==> config.mk <==
export PLATFORM = sky130hd
export DESIGN_NAME = ldo_option_regs
export DESIGN_NICKNAME = d
export VERILOG_FILES = /design/src/verilog/ldo_pkg.sv /design/src/verilog/ldo_option_regs.sv
export SDC_FILE = /design/constraint.sdc
export NUM_CORES = 1
export LEC_CHECK = 0
export ABC_AREA = 0
export BUFFER_PORTS_ARGS = -buffer_cell sky130_fd_sc_hd__buf_2
export CORE_MARGIN = 10
export CORE_UTILIZATION = 40
export DETAILED_ROUTE_END_ITERATION = 12
export SETUP_SLACK_MARGIN = 0.02
export SYNTH_ARGS = -nofsm -noshare
export SYNTH_HDL_FRONTEND = slang
export SYNTH_SLANG_ARGS = --single-unit
==> constraint.sdc <==
create_clock -name clk_i -period 1.6 [get_ports clk_i]
set_clock_uncertainty 0.1 [all_clocks]
set_input_delay 0.08 -clock clk_i [delete_from_list [all_inputs] [get_ports clk_i]]
set_output_delay 0.08 -clock clk_i [all_outputs]
set_load 0.05 [all_outputs]
==> src/verilog/ldo_pkg.sv <==
// Purpose: Constants and types for the logical device option registers
// Assumes: Address is {logical device number, 8-bit index}
// Notes: Functional notes below
`default_nettype none
package ldo_pkg;
    localparam int ADDR_W = 11;
    localparam logic [2:0] LDN_FLOPPY = 3'h0;
    localparam logic [2:0] LDN_PARALLEL = 3'h3;
    localparam logic [2:0] LDN_SERIAL = 3'h4;
    localparam logic [2:0] LDN_INFRARED = 3'h5;
    localparam logic [7:0] IDX_MODE = 8'hf0;
    localparam logic [7:0] IDX_CHANNEL = 8'hf1;
    localparam logic [7:0] IDX_DRIVE_TYPES = 8'hf2;
    localparam logic [7:0] IDX_RESERVED = 8'hf3;
    localparam logic [7:0] IDX_DRIVE_ZERO = 8'hf4;
    localparam logic [7:0] IDX_DRIVE_ONE = 8'hf5;
    localparam logic [7:0] DRIVE_TYPES_RST = 8'hff;
    localparam logic [7:0] DRIVE_OPT_RST = 8'h00;
    localparam logic [7:0] DRIVE_OPT_MASK = 8'h5b;
    localparam logic [7:0] PP_MODE_RST = 8'h3c;
    localparam logic [7:0] PP_CHANNEL_RST = 8'h00;
    localparam logic [7:0] PP_CHANNEL_MASK = 8'h3f;
    localparam logic [7:0] UART_MODE_RST = 8'h00;
    localparam logic [7:0] UART_MODE_MASK = 8'h03;
    localparam int PTS_BIT = 6;
    localparam int PP_ITYPE_BIT = 7;
    localparam logic [2:0] PP_PRINTER = 3'h4;
    localparam logic [2:0] PP_SPP = 3'h0;
    localparam logic [2:0] PP_EPP19 = 3'h1;
    localparam logic [2:0] PP_EPP17 = 3'h5;
    localparam logic [2:0] PP_ECP = 3'h2;
    localparam logic [2:0] PP_ECP_EPP19 = 3'h3;
    localparam logic [2:0] PP_ECP_EPP17 = 3'h7;
    localparam logic [1:0] DT_DEN_R0 = 2'h0;
    localparam logic [1:0] DT_R1_R0 = 2'h1;
    localparam logic [1:0] DT_NDEN_R0 = 2'h2;
    localparam logic [1:0] DT_R0_R1 = 2'h3;

    typedef struct packed {
        logic reserved7;
        logic precomp_off;
        logic reserved5;
        logic [1:0] rate_table;
        logic reserved2;
        logic [1:0] type_select;
    } ldo_drive_opt_t;

    typedef struct packed {
        logic density_select_level;
        logic rate_select_low;
        logic rate_select_high;
    } ldo_rate_in_t;
endpackage : ldo_pkg
`default_nettype wire

==> src/verilog/ldo_option_regs.sv <==
// Purpose: Option registers for floppy, parallel, serial and IR devices
// Assumes: Plain register port, read data valid the cycle after the strobe
// Notes: Drive select chooses which drive's options steer the pins
`timescale 1ns/10ps
`default_nettype none
module ldo_option_regs (
    input wire logic clk_i,
    input wire logic resetn_i,
    input wire logic [ldo_pkg::ADDR_W-1:0] addr_i,
    input wire logic [7:0] wdata_i,
    input wire logic wr_i,
    input wire logic rd_i,
    output logic [7:0] rdata_o,
    input wire logic drive_sel_i,
    input wire ldo_pkg::ldo_rate_in_t rate_in_i,
    output logic density_pin_zero_o,
    output logic density_pin_one_o,
    output logic precomp_en_o,
    output logic [1:0] rate_table_o,
    output logic [7:0] drive_types_o,
    output logic [2:0] pp_mode_o,
    output logic [3:0] pp_fifo_thresh_o,
    output logic [5:0] ecp_config_b_view_o,
    input wire logic printer_acknowledge_in_i,
    input wire logic pp_irq_event_i,
    output logic pp_irq_o,
    output logic pp_irq_oe_o,
    output logic [1:0] serial_mode_o,
    output logic [1:0] infrared_mode_o
);

    // Index of each drive's option byte; one generate slot per drive
    localparam logic [7:0] DRIVE_IDX [2] = '{
        ldo_pkg::IDX_DRIVE_ZERO,
        ldo_pkg::IDX_DRIVE_ONE
    };

    // One-hot states of the parallel interrupt driver
    typedef enum logic [2:0] {
        IRQ_FOLLOW = 3'b001,
        IRQ_RELEASED = 3'b010,
        IRQ_PULSE = 3'b100
    } ldo_irq_state_t;

    // Address decode
    wire logic [2:0] ldn;
    wire logic [7:0] index;
    wire logic floppy_dev;
    wire logic parallel_dev;
    wire logic serial_dev;
    wire logic infrared_dev;
    wire logic hit_types;
    wire logic hit_reserved;
    wire logic [1:0] hit_drive;
    wire logic hit_pp_mode;
    wire logic hit_pp_channel;
    wire logic hit_serial;
    wire logic hit_infrared;

    // Write enables
    wire logic wr_types;
    wire logic [1:0] wr_drive;
    wire logic wr_pp_mode;
    wire logic wr_pp_channel;
    wire logic wr_serial;
    wire logic wr_infrared;

    // Register state
    logic [7:0] drive_types_r;
    logic [7:0] drive_types_nxt;
    ldo_pkg::ldo_drive_opt_t drive_opt_r [2];
    ldo_pkg::ldo_drive_opt_t drive_opt_wdata;
    logic [7:0] pp_mode_r;
    logic [7:0] pp_mode_nxt;
    logic [5:0] pp_channel_r;
    logic [5:0] pp_channel_nxt;
    logic [1:0] serial_mode_r;
    logic [1:0] serial_mode_nxt;
    logic [1:0] infrared_mode_r;
    logic [1:0] infrared_mode_nxt;

    // Read path
    logic [7:0] read_value;
    logic [7:0] rdata_r;
    logic [7:0] rdata_nxt;

    // Selected drive and pin mapping
    ldo_pkg::ldo_drive_opt_t sel_opt;
    wire logic [1:0] sel_type;
    wire logic pin_zero_nxt;
    wire logic pin_one_nxt;
    logic density_zero_r;
    logic density_one_r;
    logic precomp_en_r;
    logic [1:0] rate_table_r;

    // Parallel interrupt driver
    wire logic [2:0] pp_mode_field;
    wire logic plain_mode;
    wire logic pulse_mode;
    ldo_irq_state_t irq_state_r;
    ldo_irq_state_t irq_state_nxt;
    logic pp_irq_r;
    logic pp_irq_oe_r;
    wire logic pp_irq_nxt;
    wire logic pp_irq_oe_nxt;

    // Device number sits above the 8-bit index
    assign ldn = addr_i[ldo_pkg::ADDR_W-1:8];
    assign index = addr_i[7:0];

    assign floppy_dev = (ldn == ldo_pkg::LDN_FLOPPY);
    assign parallel_dev = (ldn == ldo_pkg::LDN_PARALLEL);
    assign serial_dev = (ldn == ldo_pkg::LDN_SERIAL);
    assign infrared_dev = (ldn == ldo_pkg::LDN_INFRARED);

    assign hit_types = floppy_dev && (index == ldo_pkg::IDX_DRIVE_TYPES);
    assign hit_reserved = floppy_dev && (index == ldo_pkg::IDX_RESERVED);
    assign hit_pp_mode = parallel_dev && (index == ldo_pkg::IDX_MODE);
    assign hit_pp_channel = parallel_dev && (index == ldo_pkg::IDX_CHANNEL);
    assign hit_serial = serial_dev && (index == ldo_pkg::IDX_MODE);
    assign hit_infrared = infrared_dev && (index == ldo_pkg::IDX_MODE);

    assign wr_types = wr_i && hit_types;
    assign wr_drive = {2{wr_i}} & hit_drive;
    assign wr_pp_mode = wr_i && hit_pp_mode;
    assign wr_pp_channel = wr_i && hit_pp_channel;
    assign wr_serial = wr_i && hit_serial;
    assign wr_infrared = wr_i && hit_infrared;

    // Drive types: all eight bits are writable
    assign drive_types_nxt = wr_types ? wdata_i : drive_types_r;

    // Bit 7 is the interrupt type, bits 6:3 the FIFO threshold
    assign pp_mode_nxt = wr_pp_mode ? wdata_i : pp_mode_r;

    // Bits 7:6 have no storage, so writes there are lost by design
    assign pp_channel_nxt = wr_pp_channel ? wdata_i[5:0] :
        pp_channel_r;

    // Reserved mode bits are not kept; cheaper than storing them
    assign serial_mode_nxt = wr_serial ? wdata_i[1:0] :
        serial_mode_r;
    assign infrared_mode_nxt = wr_infrared ? wdata_i[1:0] :
        infrared_mode_r;

    // Read-only zero bits are masked before they reach storage
    assign drive_opt_wdata = wdata_i & ldo_pkg::DRIVE_OPT_MASK;

    genvar g;
    generate
        for (g = 0; g < 2; g++) begin : g_drive
            ldo_pkg::ldo_drive_opt_t opt_nxt;
            assign hit_drive[g] = floppy_dev && (index == DRIVE_IDX[g]);
            assign opt_nxt = wr_drive[g] ? drive_opt_wdata :
                drive_opt_r[g];

            // Both drives share one layout and reset value
            always_ff @(posedge clk_i or negedge resetn_i) begin
                if (!resetn_i) begin
                    drive_opt_r[g] <= ldo_pkg::DRIVE_OPT_RST;
                end else begin
                    drive_opt_r[g] <= opt_nxt;
                end
            end

            opt_write_a: assert property (
                @(posedge clk_i) disable iff (!resetn_i)
                wr_drive[g] |=> drive_opt_r[g] == $past(drive_opt_wdata)
            ) else $error("Drive option write not stored");

            opt_rsvd_zero_a: assert property (
                @(posedge clk_i) disable iff (!resetn_i)
                rd_i && hit_drive[g] |=>
                    (rdata_o & ~ldo_pkg::DRIVE_OPT_MASK) == 8'h00
            ) else $error("Drive option reserved bit read as one");
        end
    endgenerate

    // First match wins; unmapped indexes read zero
    assign read_value =
        hit_types ? drive_types_r :
        hit_reserved ? 8'h00 :
        hit_drive[0] ? drive_opt_r[0] :
        hit_drive[1] ? drive_opt_r[1] :
        hit_pp_mode ? pp_mode_r :
        hit_pp_channel ? {2'h0, pp_channel_r} :
        hit_serial ? {6'h00, serial_mode_r} :
        hit_infrared ? {6'h00, infrared_mode_r} :
        8'h00;

    // Data stand only in the cycle after the strobe
    assign rdata_nxt = rd_i ? read_value : 8'h00;

    // Pins follow the drive picked by the select input
    assign sel_opt = drive_sel_i ? drive_opt_r[1] : drive_opt_r[0];
    assign sel_type = sel_opt.type_select;

    assign pin_zero_nxt =
        (sel_type == ldo_pkg::DT_DEN_R0) ? rate_in_i.density_select_level :
        (sel_type == ldo_pkg::DT_R1_R0) ? rate_in_i.rate_select_high :
        (sel_type == ldo_pkg::DT_NDEN_R0) ? !rate_in_i.density_select_level :
        rate_in_i.rate_select_low;
    assign pin_one_nxt =
        (sel_type == ldo_pkg::DT_R0_R1) ?
        rate_in_i.rate_select_high :
        rate_in_i.rate_select_low;

    // Interrupt type only matters outside printer and standard mode
    assign pp_mode_field = pp_mode_r[2:0];
    assign plain_mode = (pp_mode_field == ldo_pkg::PP_PRINTER) ||
        (pp_mode_field == ldo_pkg::PP_SPP);
    assign pulse_mode = pp_mode_r[ldo_pkg::PP_ITYPE_BIT] &&
        !plain_mode;

    always_comb begin
        irq_state_nxt = irq_state_r;
        case (irq_state_r)
            IRQ_FOLLOW: begin
                if (pulse_mode && pp_irq_event_i) begin
                    irq_state_nxt = IRQ_PULSE;
                end else if (pulse_mode) begin
                    irq_state_nxt = IRQ_RELEASED;
                end
            end
            IRQ_RELEASED: begin
                if (!pulse_mode) begin
                    irq_state_nxt = IRQ_FOLLOW;
                end else if (pp_irq_event_i) begin
                    irq_state_nxt = IRQ_PULSE;
                end
            end
            // A pulse lasts as long as the event input stays high, then the line floats
            IRQ_PULSE: begin
                if (!pulse_mode) begin
                    irq_state_nxt = IRQ_FOLLOW;
                end else if (!pp_irq_event_i) begin
                    irq_state_nxt = IRQ_RELEASED;
                end
            end
            default: begin
                irq_state_nxt = IRQ_FOLLOW;
            end
        endcase
    end

    // Driven low while pulsing, released between pulses; follows acknowledge otherwise
    assign pp_irq_oe_nxt = (irq_state_nxt != IRQ_RELEASED);
    assign pp_irq_nxt = (irq_state_nxt == IRQ_FOLLOW) &&
        printer_acknowledge_in_i;

    // Configuration registers
    always_ff @(posedge clk_i or negedge resetn_i) begin
        if (!resetn_i) begin
            drive_types_r <= ldo_pkg::DRIVE_TYPES_RST;
            pp_mode_r <= ldo_pkg::PP_MODE_RST;
            pp_channel_r <= ldo_pkg::PP_CHANNEL_RST[5:0];
        end else begin
            drive_types_r <= drive_types_nxt;
            pp_mode_r <= pp_mode_nxt;
            pp_channel_r <= pp_channel_nxt;
        end
    end

    always_ff @(posedge clk_i or negedge resetn_i) begin
        if (!resetn_i) begin
            serial_mode_r <= ldo_pkg::UART_MODE_RST[1:0];
            infrared_mode_r <= ldo_pkg::UART_MODE_RST[1:0];
        end else begin
            serial_mode_r <= serial_mode_nxt;
            infrared_mode_r <= infrared_mode_nxt;
        end
    end

    // Read data register
    always_ff @(posedge clk_i or negedge resetn_i) begin
        if (!resetn_i) begin
            rdata_r <= 8'h00;
        end else begin
            rdata_r <= rdata_nxt;
        end
    end

    // Pin side flops keep every output glitch free
    always_ff @(posedge clk_i or negedge resetn_i) begin
        if (!resetn_i) begin
            density_zero_r <= 1'b0;
            density_one_r <= 1'b0;
            precomp_en_r <= 1'b1;
            rate_table_r <= 2'h0;
        end else begin
            density_zero_r <= pin_zero_nxt;
            density_one_r <= pin_one_nxt;
            precomp_en_r <= !sel_opt.precomp_off;
            rate_table_r <= sel_opt.rate_table;
        end
    end

    always_ff @(posedge clk_i or negedge resetn_i) begin
        if (!resetn_i) begin
            irq_state_r <= IRQ_FOLLOW;
            pp_irq_r <= 1'b1;
            pp_irq_oe_r <= 1'b1;
        end else begin
            irq_state_r <= irq_state_nxt;
            pp_irq_r <= pp_irq_nxt;
            pp_irq_oe_r <= pp_irq_oe_nxt;
        end
    end

    // Outputs straight from flops
    assign rdata_o = rdata_r;
    assign density_pin_zero_o = density_zero_r;
    assign density_pin_one_o = density_one_r;
    assign precomp_en_o = precomp_en_r;
    assign rate_table_o = rate_table_r;
    assign drive_types_o = drive_types_r;
    assign pp_mode_o = pp_mode_r[2:0];
    assign pp_fifo_thresh_o = pp_mode_r[6:3];
    assign ecp_config_b_view_o = pp_channel_r;
    assign pp_irq_o = pp_irq_r;
    assign pp_irq_oe_o = pp_irq_oe_r;
    assign serial_mode_o = serial_mode_r;
    assign infrared_mode_o = infrared_mode_r;

    types_write_a: assert property (
        @(posedge clk_i) disable iff (!resetn_i)
        wr_types |=> drive_types_o == $past(wdata_i)
    ) else $error("Drive type write not stored");

    reserved_read_a: assert property (
        @(posedge clk_i) disable iff (!resetn_i)
        rd_i && hit_reserved |=> rdata_o == 8'h00
    ) else $error("Reserved index read nonzero");

    mode_write_a: assert property (
        @(posedge clk_i) disable iff (!resetn_i)
        wr_pp_mode |=> pp_mode_o == $past(wdata_i[2:0]) &&
            pp_fifo_thresh_o == $past(wdata_i[6:3])
    ) else $error("Parallel mode write not stored");

    chan_top_zero_a: assert property (
        @(posedge clk_i) disable iff (!resetn_i)
        rd_i && hit_pp_channel |=> rdata_o[7:6] == 2'h0
    ) else $error("Channel top bits read nonzero");

    config_b_a: assert property (
        @(posedge clk_i) disable iff (!resetn_i)
        wr_pp_channel |=> ecp_config_b_view_o == $past(wdata_i[5:0])
    ) else $error("Config B view does not track channel write");

    serial_write_a: assert property (
        @(posedge clk_i) disable iff (!resetn_i)
        wr_serial |=> serial_mode_o == $past(wdata_i[1:0])
    ) else $error("Serial mode write not stored");

    ir_write_a: assert property (
        @(posedge clk_i) disable iff (!resetn_i)
        wr_infrared |=> infrared_mode_o == $past(wdata_i[1:0])
    ) else $error("Infrared mode write not stored");

    precomp_map_a: assert property (
        @(posedge clk_i) disable iff (!resetn_i)
        1'b1 |=> precomp_en_o == !$past(sel_opt.precomp_off)
    ) else $error("Precomp enable does not follow option");

    density_map_a: assert property (
        @(posedge clk_i) disable iff (!resetn_i)
        sel_type == ldo_pkg::DT_R1_R0 |=>
            density_pin_zero_o == $past(rate_in_i.rate_select_high) &&
            density_pin_one_o == $past(rate_in_i.rate_select_low)
    ) else $error("Density pins wrong for type one");

    density_inv_a: assert property (
        @(posedge clk_i) disable iff (!resetn_i)
        sel_type == ldo_pkg::DT_NDEN_R0 |=>
            density_pin_zero_o == !$past(rate_in_i.density_select_level)
    ) else $error("Density pin not inverted for type two");

    irq_pulse_a: assert property (
        @(posedge clk_i) disable iff (!resetn_i)
        pulse_mode && pp_irq_event_i |=> pp_irq_oe_o && !pp_irq_o
    ) else $error("Interrupt pulse not driven low");

    irq_release_a: assert property (
        @(posedge clk_i) disable iff (!resetn_i)
        pulse_mode && !pp_irq_event_i |=> !pp_irq_oe_o
    ) else $error("Interrupt line not released");

    irq_follow_a: assert property (
        @(posedge clk_i) disable iff (!resetn_i)
        !pulse_mode |=> pp_irq_oe_o &&
            pp_irq_o == $past(printer_acknowledge_in_i)
    ) else $error("Interrupt does not follow acknowledge");
endmodule : ldo_option_regs
`default_nettype wire

==> results of run 1 <==
## flip-flops by register name, indices dropped and copies added (netlist names), 3 cells and up
| signal | flops |
|---|---|
| ecp_config_b_view_o | 6 |
| drive_opt_r | 10 |
| drive_types_o | 8 |
| rdata_o | 8 |
| pp_mode_r | 8 |
| irq_state_r | 3 |
## power groups by stage
| stage | registers (mW) | clock network (mW) | logic (mW) |
|---|---|---|---|
| after floorplan | 1.44 | 0 | 0.0609 |
| after detailed placement | 1.41 | 0 | 0.216 |
| after global routing | 1.39 | 0.848 | 0.261 |
| final | 1.39 | 0.775 | 0.236 |
| after CTS | 1.39 | 0.796 | 0.241 |
| after global placement | 1.41 | 0 | 0.214 |
## repair_timing
action | CTS | global route
setup endpoints to repair | 0 | 0
hold endpoints to repair | 83 | 0
hold buffers | 13 | 0
## stage by stage
| stage | setup slack (ns) | cell area, um2 | setup TNS (ns) | power, mW | std cells |
|---|---|---|---|---|---|
| floorplan | 0.0732 | 2500 | 0 | 1.50 | 192 |
| global placement | -0.133 | 3070 | -1.70 | 1.63 | 348 |
| detailed placement | -0.142 | 3070 | -1.75 | 1.63 | 348 |
| CTS | 0.158 | 3290 | 0 | 2.42 | 369 |
| global route | 0.0575 | 3290 | 0 | 2.50 | 369 |
| finish | 0.175 | 3290 | 0 | 2.40 | 369 |
## worst min-delay path: cells and delay by family
family | cells | cell delay (ns)
AOI/OAI and AO/OA | 1 | 0.08
and+or+nand+nor | 1 | 0.10
buffers and inverters | 1 | 0.11
## area by class of cell
class                           instances  area (um2)
Clock buffer                            7        86.3
Clock inverter                          1        5.00
Fill cell                             550        2700
Inverter                                2        7.51
Multi-Input combinational cell        123        1040
Sequential cell                        54        1370
Tap cell                               75        93.8
Timing Repair Buffer                  107         678
## path summary, 6_finish.rpt
path                       slack (ns)             from            endpoint
min in group asynchronous        0.19         resetn_i  infrared_mode_o[1]
max in group asynchronous        0.90         resetn_i    drive_types_o[1]
min reg2reg                      0.36  drive_opt_r[14]        precomp_en_o
max                              0.17      drive_sel_i   density_pin_one_o
max reg2reg                      0.24   irq_state_r[0]      irq_state_r[1]
min                             0.003             rd_i          rdata_o[3]
## layer usage
layer / global-route usage [%] / wire [um] / vias up
li1: - / - / 914
met1: 15.6 / 2750 / 913
met2: 20.4 / 2970 / 47
met3: 4.40 / 413 / 11
met4: 3.97 / 95 / 0
met5: 0 / 0 / -
## layout by cell type, fill, tap and decap left out, types with 4 or more instances in the layout
cell,n
a22o_1,4
buf_2,68
buf_4,25
clkbuf_8,6
dfrtp_1,38
dfstp_2,16
dlygate4sd3_1,13
mux2_2,43
mux2i_1,5
nor2_1,8
nor3_1,5
## cell families (layout without fill, tap and decap cells)
| family | count (synthesis) | count (layout) | share of synthesized area (%) |
|---|---|---|---|
| buf+inv | 15 | 117 | 3.40 |
| mux | 48 | 48 | 21.4 |
| simple gates | 50 | 50 | 12.6 |
| xor+xnor | 2 | 2 | 0.700 |
| flops | 54 | 54 | 54.8 |
| compound gates | 23 | 23 | 7.15 |
==> impl_metrics.env, run 1 <==
export IMPL_cts_sinks=54
export IMPL_numPortBuffers=68
export IMPL_cts_resized=0
export IMPL_drt_iter0_markers=57
export IMPL_die_y_um=99.1
export IMPL_grt_max_degree=55
export IMPL_vias=1885
export IMPL_fin_hold_ws_ns=0.00296
export IMPL_htree_levels=2
export IMPL_fmax_mhz=702
export IMPL_dp_hpwl_mm=4.81
export IMPL_setup_viol_count_final=0
export IMPL_maxSlewViolCount=0
export IMPL_synth_most_common_cell="mux2_2"
export IMPL_cp_num_cells=5
export IMPL_switching_share_pct=23.7
export IMPL_hold_depth=3
export IMPL_synth_fp_nets=221
export IMPL_power_density_nw_per_um2=730
export IMPL_synth_ff_type="dfrtp_1"
export IMPL_diodes=0
export IMPL_cp_max_fo=5
export IMPL_synth_cell_types=42
export IMPL_syn_avg_cell_area_um2=13.0
export IMPL_grtUsageTotal_pct=12.7
export IMPL_yosys_warnings=0
export IMPL_synth_edf_count=0
export IMPL_cts_root_buf="clkbuf_8"
export IMPL_ys_ff_latch=54
export IMPL_layout_nets=322
export IMPL_rsz0062_at_grt="no"
export IMPL_area_growth_syn_to_layout_pct=31.4
export IMPL_die_x_um=99.1
export IMPL_combPwrFrac_pct=9.9
export IMPL_synth_area_um2=2500
export IMPL_start_kind="input port"
export IMPL_core_um2=5990
export IMPL_p_int_mw=1.83
export IMPL_start_util_pct=41.8
export IMPL_worstSetupPathType="input port to flop"
export IMPL_clockBufferDepth=2
export IMPL_path_clk_slew_ns=0.09
export IMPL_wl_mm=6.23
export IMPL_vias_per_cell=5.11
export IMPL_yosysTopAreaCellShare_pct=38.0
export IMPL_synth_commonest_cells="mux2_2, dfrtp_1, dfstp_2, nor2_1, buf_4"
export IMPL_p_switching_mw=0.568
export IMPL_tightest_slew_ns=0.395
export IMPL_fin_crit_ns=1.43
export IMPL_seq_area_frac_synth_pct=54.8
export IMPL_post_cts_setup_buffers=0
export IMPL_place_congestion=0.837
export IMPL_relSlewSlack_pct=73.4
export IMPL_vdd_drop_max_mv=0.522
export IMPL_drcViolationCount=0
export IMPL_cp_top_family="buffers and inverters"
export IMPL_period_share_pct=89.1
export IMPL_hold_class="input port to flop"
export IMPL_antenna_found_initial=0
export IMPL_io_pins=69
export IMPL_grt_pass1_vias=1982
export IMPL_first_pass_iters=4
export IMPL_wl_per_cell_um=16.9
export IMPL_worst_path_buf_inv=2
export IMPL_worst_setup_path_end_kind="flop"
export IMPL_ys_async_sr_fraction_pct=100
export IMPL_syn_inst=192
export IMPL_leakagePower_nw=1.66
export IMPL_drv_cap=0
export IMPL_required_ns=1.69
export IMPL_status="complete, no violations"
export IMPL_seqPwrFrac_pct=57.8
export IMPL_cp_arrival_ns=1.52
export IMPL_final_util_pct=54.9
export IMPL_cpMaxStageDelayCell="dlygate4sd3_1"
export IMPL_cts_buffers=5
export IMPL_drive_above_1_share_pct=56.5
export IMPL_clkLatencyLatePin_ns=0.30
export IMPL_grt_overflow=0
export IMPL_ff2ff_path_depth=4
export IMPL_finalHoldViolCount=0
export IMPL_cts_tree="yes"
export IMPL_path_cells="dlygate4sd3_1 -> buf_2 -> mux2i_1 -> nor2_1 -> mux2_2"
export IMPL_dieArea_um2=9820
export IMPL_synth_area_leaders="dfrtp_1, mux2_2, dfstp_2, buf_4, mux2i_1"
export IMPL_grt_first_pass_wirelength_mm=10.2
export IMPL_ant_nets=0
export IMPL_pwr_share_clk_pct=32.3
export IMPL_crit_path_max_incr_delay_ns=0.52
export IMPL_core_rowCount=28
export IMPL_synth_top_cell_by_area="dfrtp_1"
(Power assumes the default switching activity.)
==> run 2, diff against run 1 <==
Settings changed: GPL_TIMING_DRIVEN from default to 0.
Clock period 1.6 ns to 1.4 ns, I/O delays scaled along.
==> impl_metrics.env, run 2 (synthesized netlist as in run 1, its figures left out) <==
export IMPL_drt_iter0_markers=86
export IMPL_core_rowCount=28
export IMPL_path_clk_slew_ns=0.10
export IMPL_leakagePower_nw=1.64
export IMPL_worst_path_buf_inv=2
export IMPL_wl_mm=6.43
export IMPL_io_pins=69
export IMPL_ant_nets=0
export IMPL_reg2reg_from="drive_opt_r[1]"
export IMPL_grt_overflow=0
export IMPL_final_cell_count_no_fill=359
export IMPL_worstReg2RegEnd="density_pin_one_o"
export IMPL_vias_per_cell=5.22
export IMPL_cts_sinks=54
export IMPL_relSlewSlack_pct=20.8
export IMPL_place_congestion=0.809
export IMPL_hold_class="input port to asynchronous set/reset pin"
export IMPL_fin_crit_ns=1.35
export IMPL_clkLatencyLatePin_ns=0.30
export IMPL_crit_end="drive_opt_r[4]"
export IMPL_status="finished with violations"
export IMPL_largest_reg_flops=10
export IMPL_drive_above_1_share_pct=58.1
export IMPL_mostFrequentLayoutCell="buf_2"
export IMPL_dp_worst_setup_slack_ns=-0.458
export IMPL_wl_per_cell_um=17.9
export IMPL_worstSetupPathType="input port to flop"
export IMPL_r2r_setup_slack_ns=0.16
export IMPL_rsz0062_at_grt="yes"
export IMPL_cts_tree="yes"
export IMPL_violations="negative hold slack"
export IMPL_cpMaxStageDelayCell="or4_4"
export IMPL_fmax_mhz=741
export IMPL_startpoint="addr_i[10]"
export IMPL_drv_cap=0
export IMPL_clockBufferDepth=2
export IMPL_final_util_pct=54.8
export IMPL_final_cell_mix="buf_2, mux2_2, dfrtp_1"
export IMPL_final_setup_tns_ns=0
export IMPL_first_pass_iters=4
export IMPL_cts_buffers=5
export IMPL_path_cells="buf_2 -> or4_4 -> nor3_4 -> buf_6 -> mux2_2"
export IMPL_tightest_slew_ns=1.19
export IMPL_start_kind="input port"
export IMPL_grt_max_degree=55
export IMPL_fillerInstances=531
export IMPL_vdd_drop_max_mv=0.563
export IMPL_ff2ff_path_depth=3
export IMPL_hold_buffers=13
export IMPL_cp_arrival_ns=1.45
export IMPL_fin_ws_ns=0.0497
export IMPL_grt_pass1_vias=2043
export IMPL_numPortBuffers=67
export IMPL_die_x_um=99.1
export IMPL_cp_top_family="simple AND/OR/NAND/NOR gates"
export IMPL_die_y_um=99.1
export IMPL_required_ns=1.49
export IMPL_drcViolationCount=0
export IMPL_antenna_found_initial=0
export IMPL_fin_hold_ws_ns=-0.105
export IMPL_power_density_nw_per_um2=821
export IMPL_worst_setup_path_end_kind="flop"
export IMPL_cp_num_cells=5
export IMPL_core_um2=5990
export IMPL_cts_root_buf="clkbuf_8"
export IMPL_vias=1875
export IMPL_dieArea_um2=9820
export IMPL_layout_nets=312
export IMPL_maxSlewViolCount=0
export IMPL_grtUsageTotal_pct=13.1
export IMPL_multi_input_area_um2=1130
export IMPL_cp_max_fo=5
export IMPL_setup_viol_count_final=0
export IMPL_area_growth_syn_to_layout_pct=31.4
export IMPL_dp_cells=334
export IMPL_diodes=0
export IMPL_htree_levels=2
export IMPL_period_share_pct=96.5
export IMPL_finalHoldViolCount=38
export IMPL_dp_hpwl_mm=4.71
export IMPL_grt_first_pass_wirelength_mm=10.5
export IMPL_max_flop_register="drive_opt_r"
export IMPL_seq_area_um2=1370
export IMPL_start_util_pct=41.8
export IMPL_crit_path_max_incr_delay_ns=0.60
==> run 2: cell count changes in the layout (fill, tap and decap cells not counted), moves of 2 or more <==
cell / before / now
clkbuf_2: 0 / 2
buf_6: 0 / 2
buf_4: 25 / 14
nor4_1: 3 / 0
buf_2: 68 / 65
nor4_4: 0 / 3
nor2_1: 8 / 6
==> run 2: power by group <==
group,switching [mW],internal (mW)
sequential,0.00805,1.58
clock,0.492,0.354
combinational,0.166,0.0986
total,0.666,2.03
==> run 2: per-layer routing <==
metal | share of wire (%) | GRT usage (%) | wire (um) | vias to the layer above
met2 | 50 | 21.7 | 3190 | 54
met5 | 0 | 0 | 0 | -
met4 | 1.9 | 4.41 | 119 | 0
met1 | 43 | 15.7 | 2740 | 914
met3 | 5.8 | 4.05 | 374 | 13
li1 | - | - | - | 894
==> run 2: metrics by stage <==
step	hold slack (ns)	cell area, um2	total power, mW
CTS	-0.0603	3220	2.74
finish	-0.105	3290	2.70
detailed placement	0.193	2970	1.84
global route	-0.00565	3290	2.81
floorplan	-0.326	2540	1.72
global placement	0.188	2970	1.84
==> run 2: worst min-delay path by stage <==
stage | from | end | slack, ns | cells after the start
2_1_floorplan | resetn_i | density_pin_one_o | -0.33 | 0
3_3_place_gp | printer_acknowledge_in_i | pp_irq_o | 0.19 | 2
3_5_place_dp | printer_acknowledge_in_i | pp_irq_o | 0.19 | 2
4_1_cts | resetn_i | rdata_o[3] | -0.06 | 1
5_1_grt | resetn_i | rdata_o[3] | -0.006 | 1
6_report | resetn_i | rdata_o[3] | -0.10 | 1
==> run 2: final cells by class <==
| cell class | instances | area share (%) |
|---|---|---|
| repair buffers | 85 | 15.8 |
| inverters | 2 | 0.228 |
| flip-flops and latches | 54 | 41.7 |
| clock buffers | 6 | 2.21 |
| plain buffers | 12 | 2.32 |
| multi-input cells | 123 | 34.4 |
| clock inverters | 2 | 0.419 |
| well taps | 75 | 2.86 |
==> run 2: timing repair <==
action	4_1_cts	5_1_grt
pin swaps	2	3
gates resized for setup	8	11
endpoints found under the setup margin	33	33
hold endpoints to repair	69	1
setup buffers	3	2
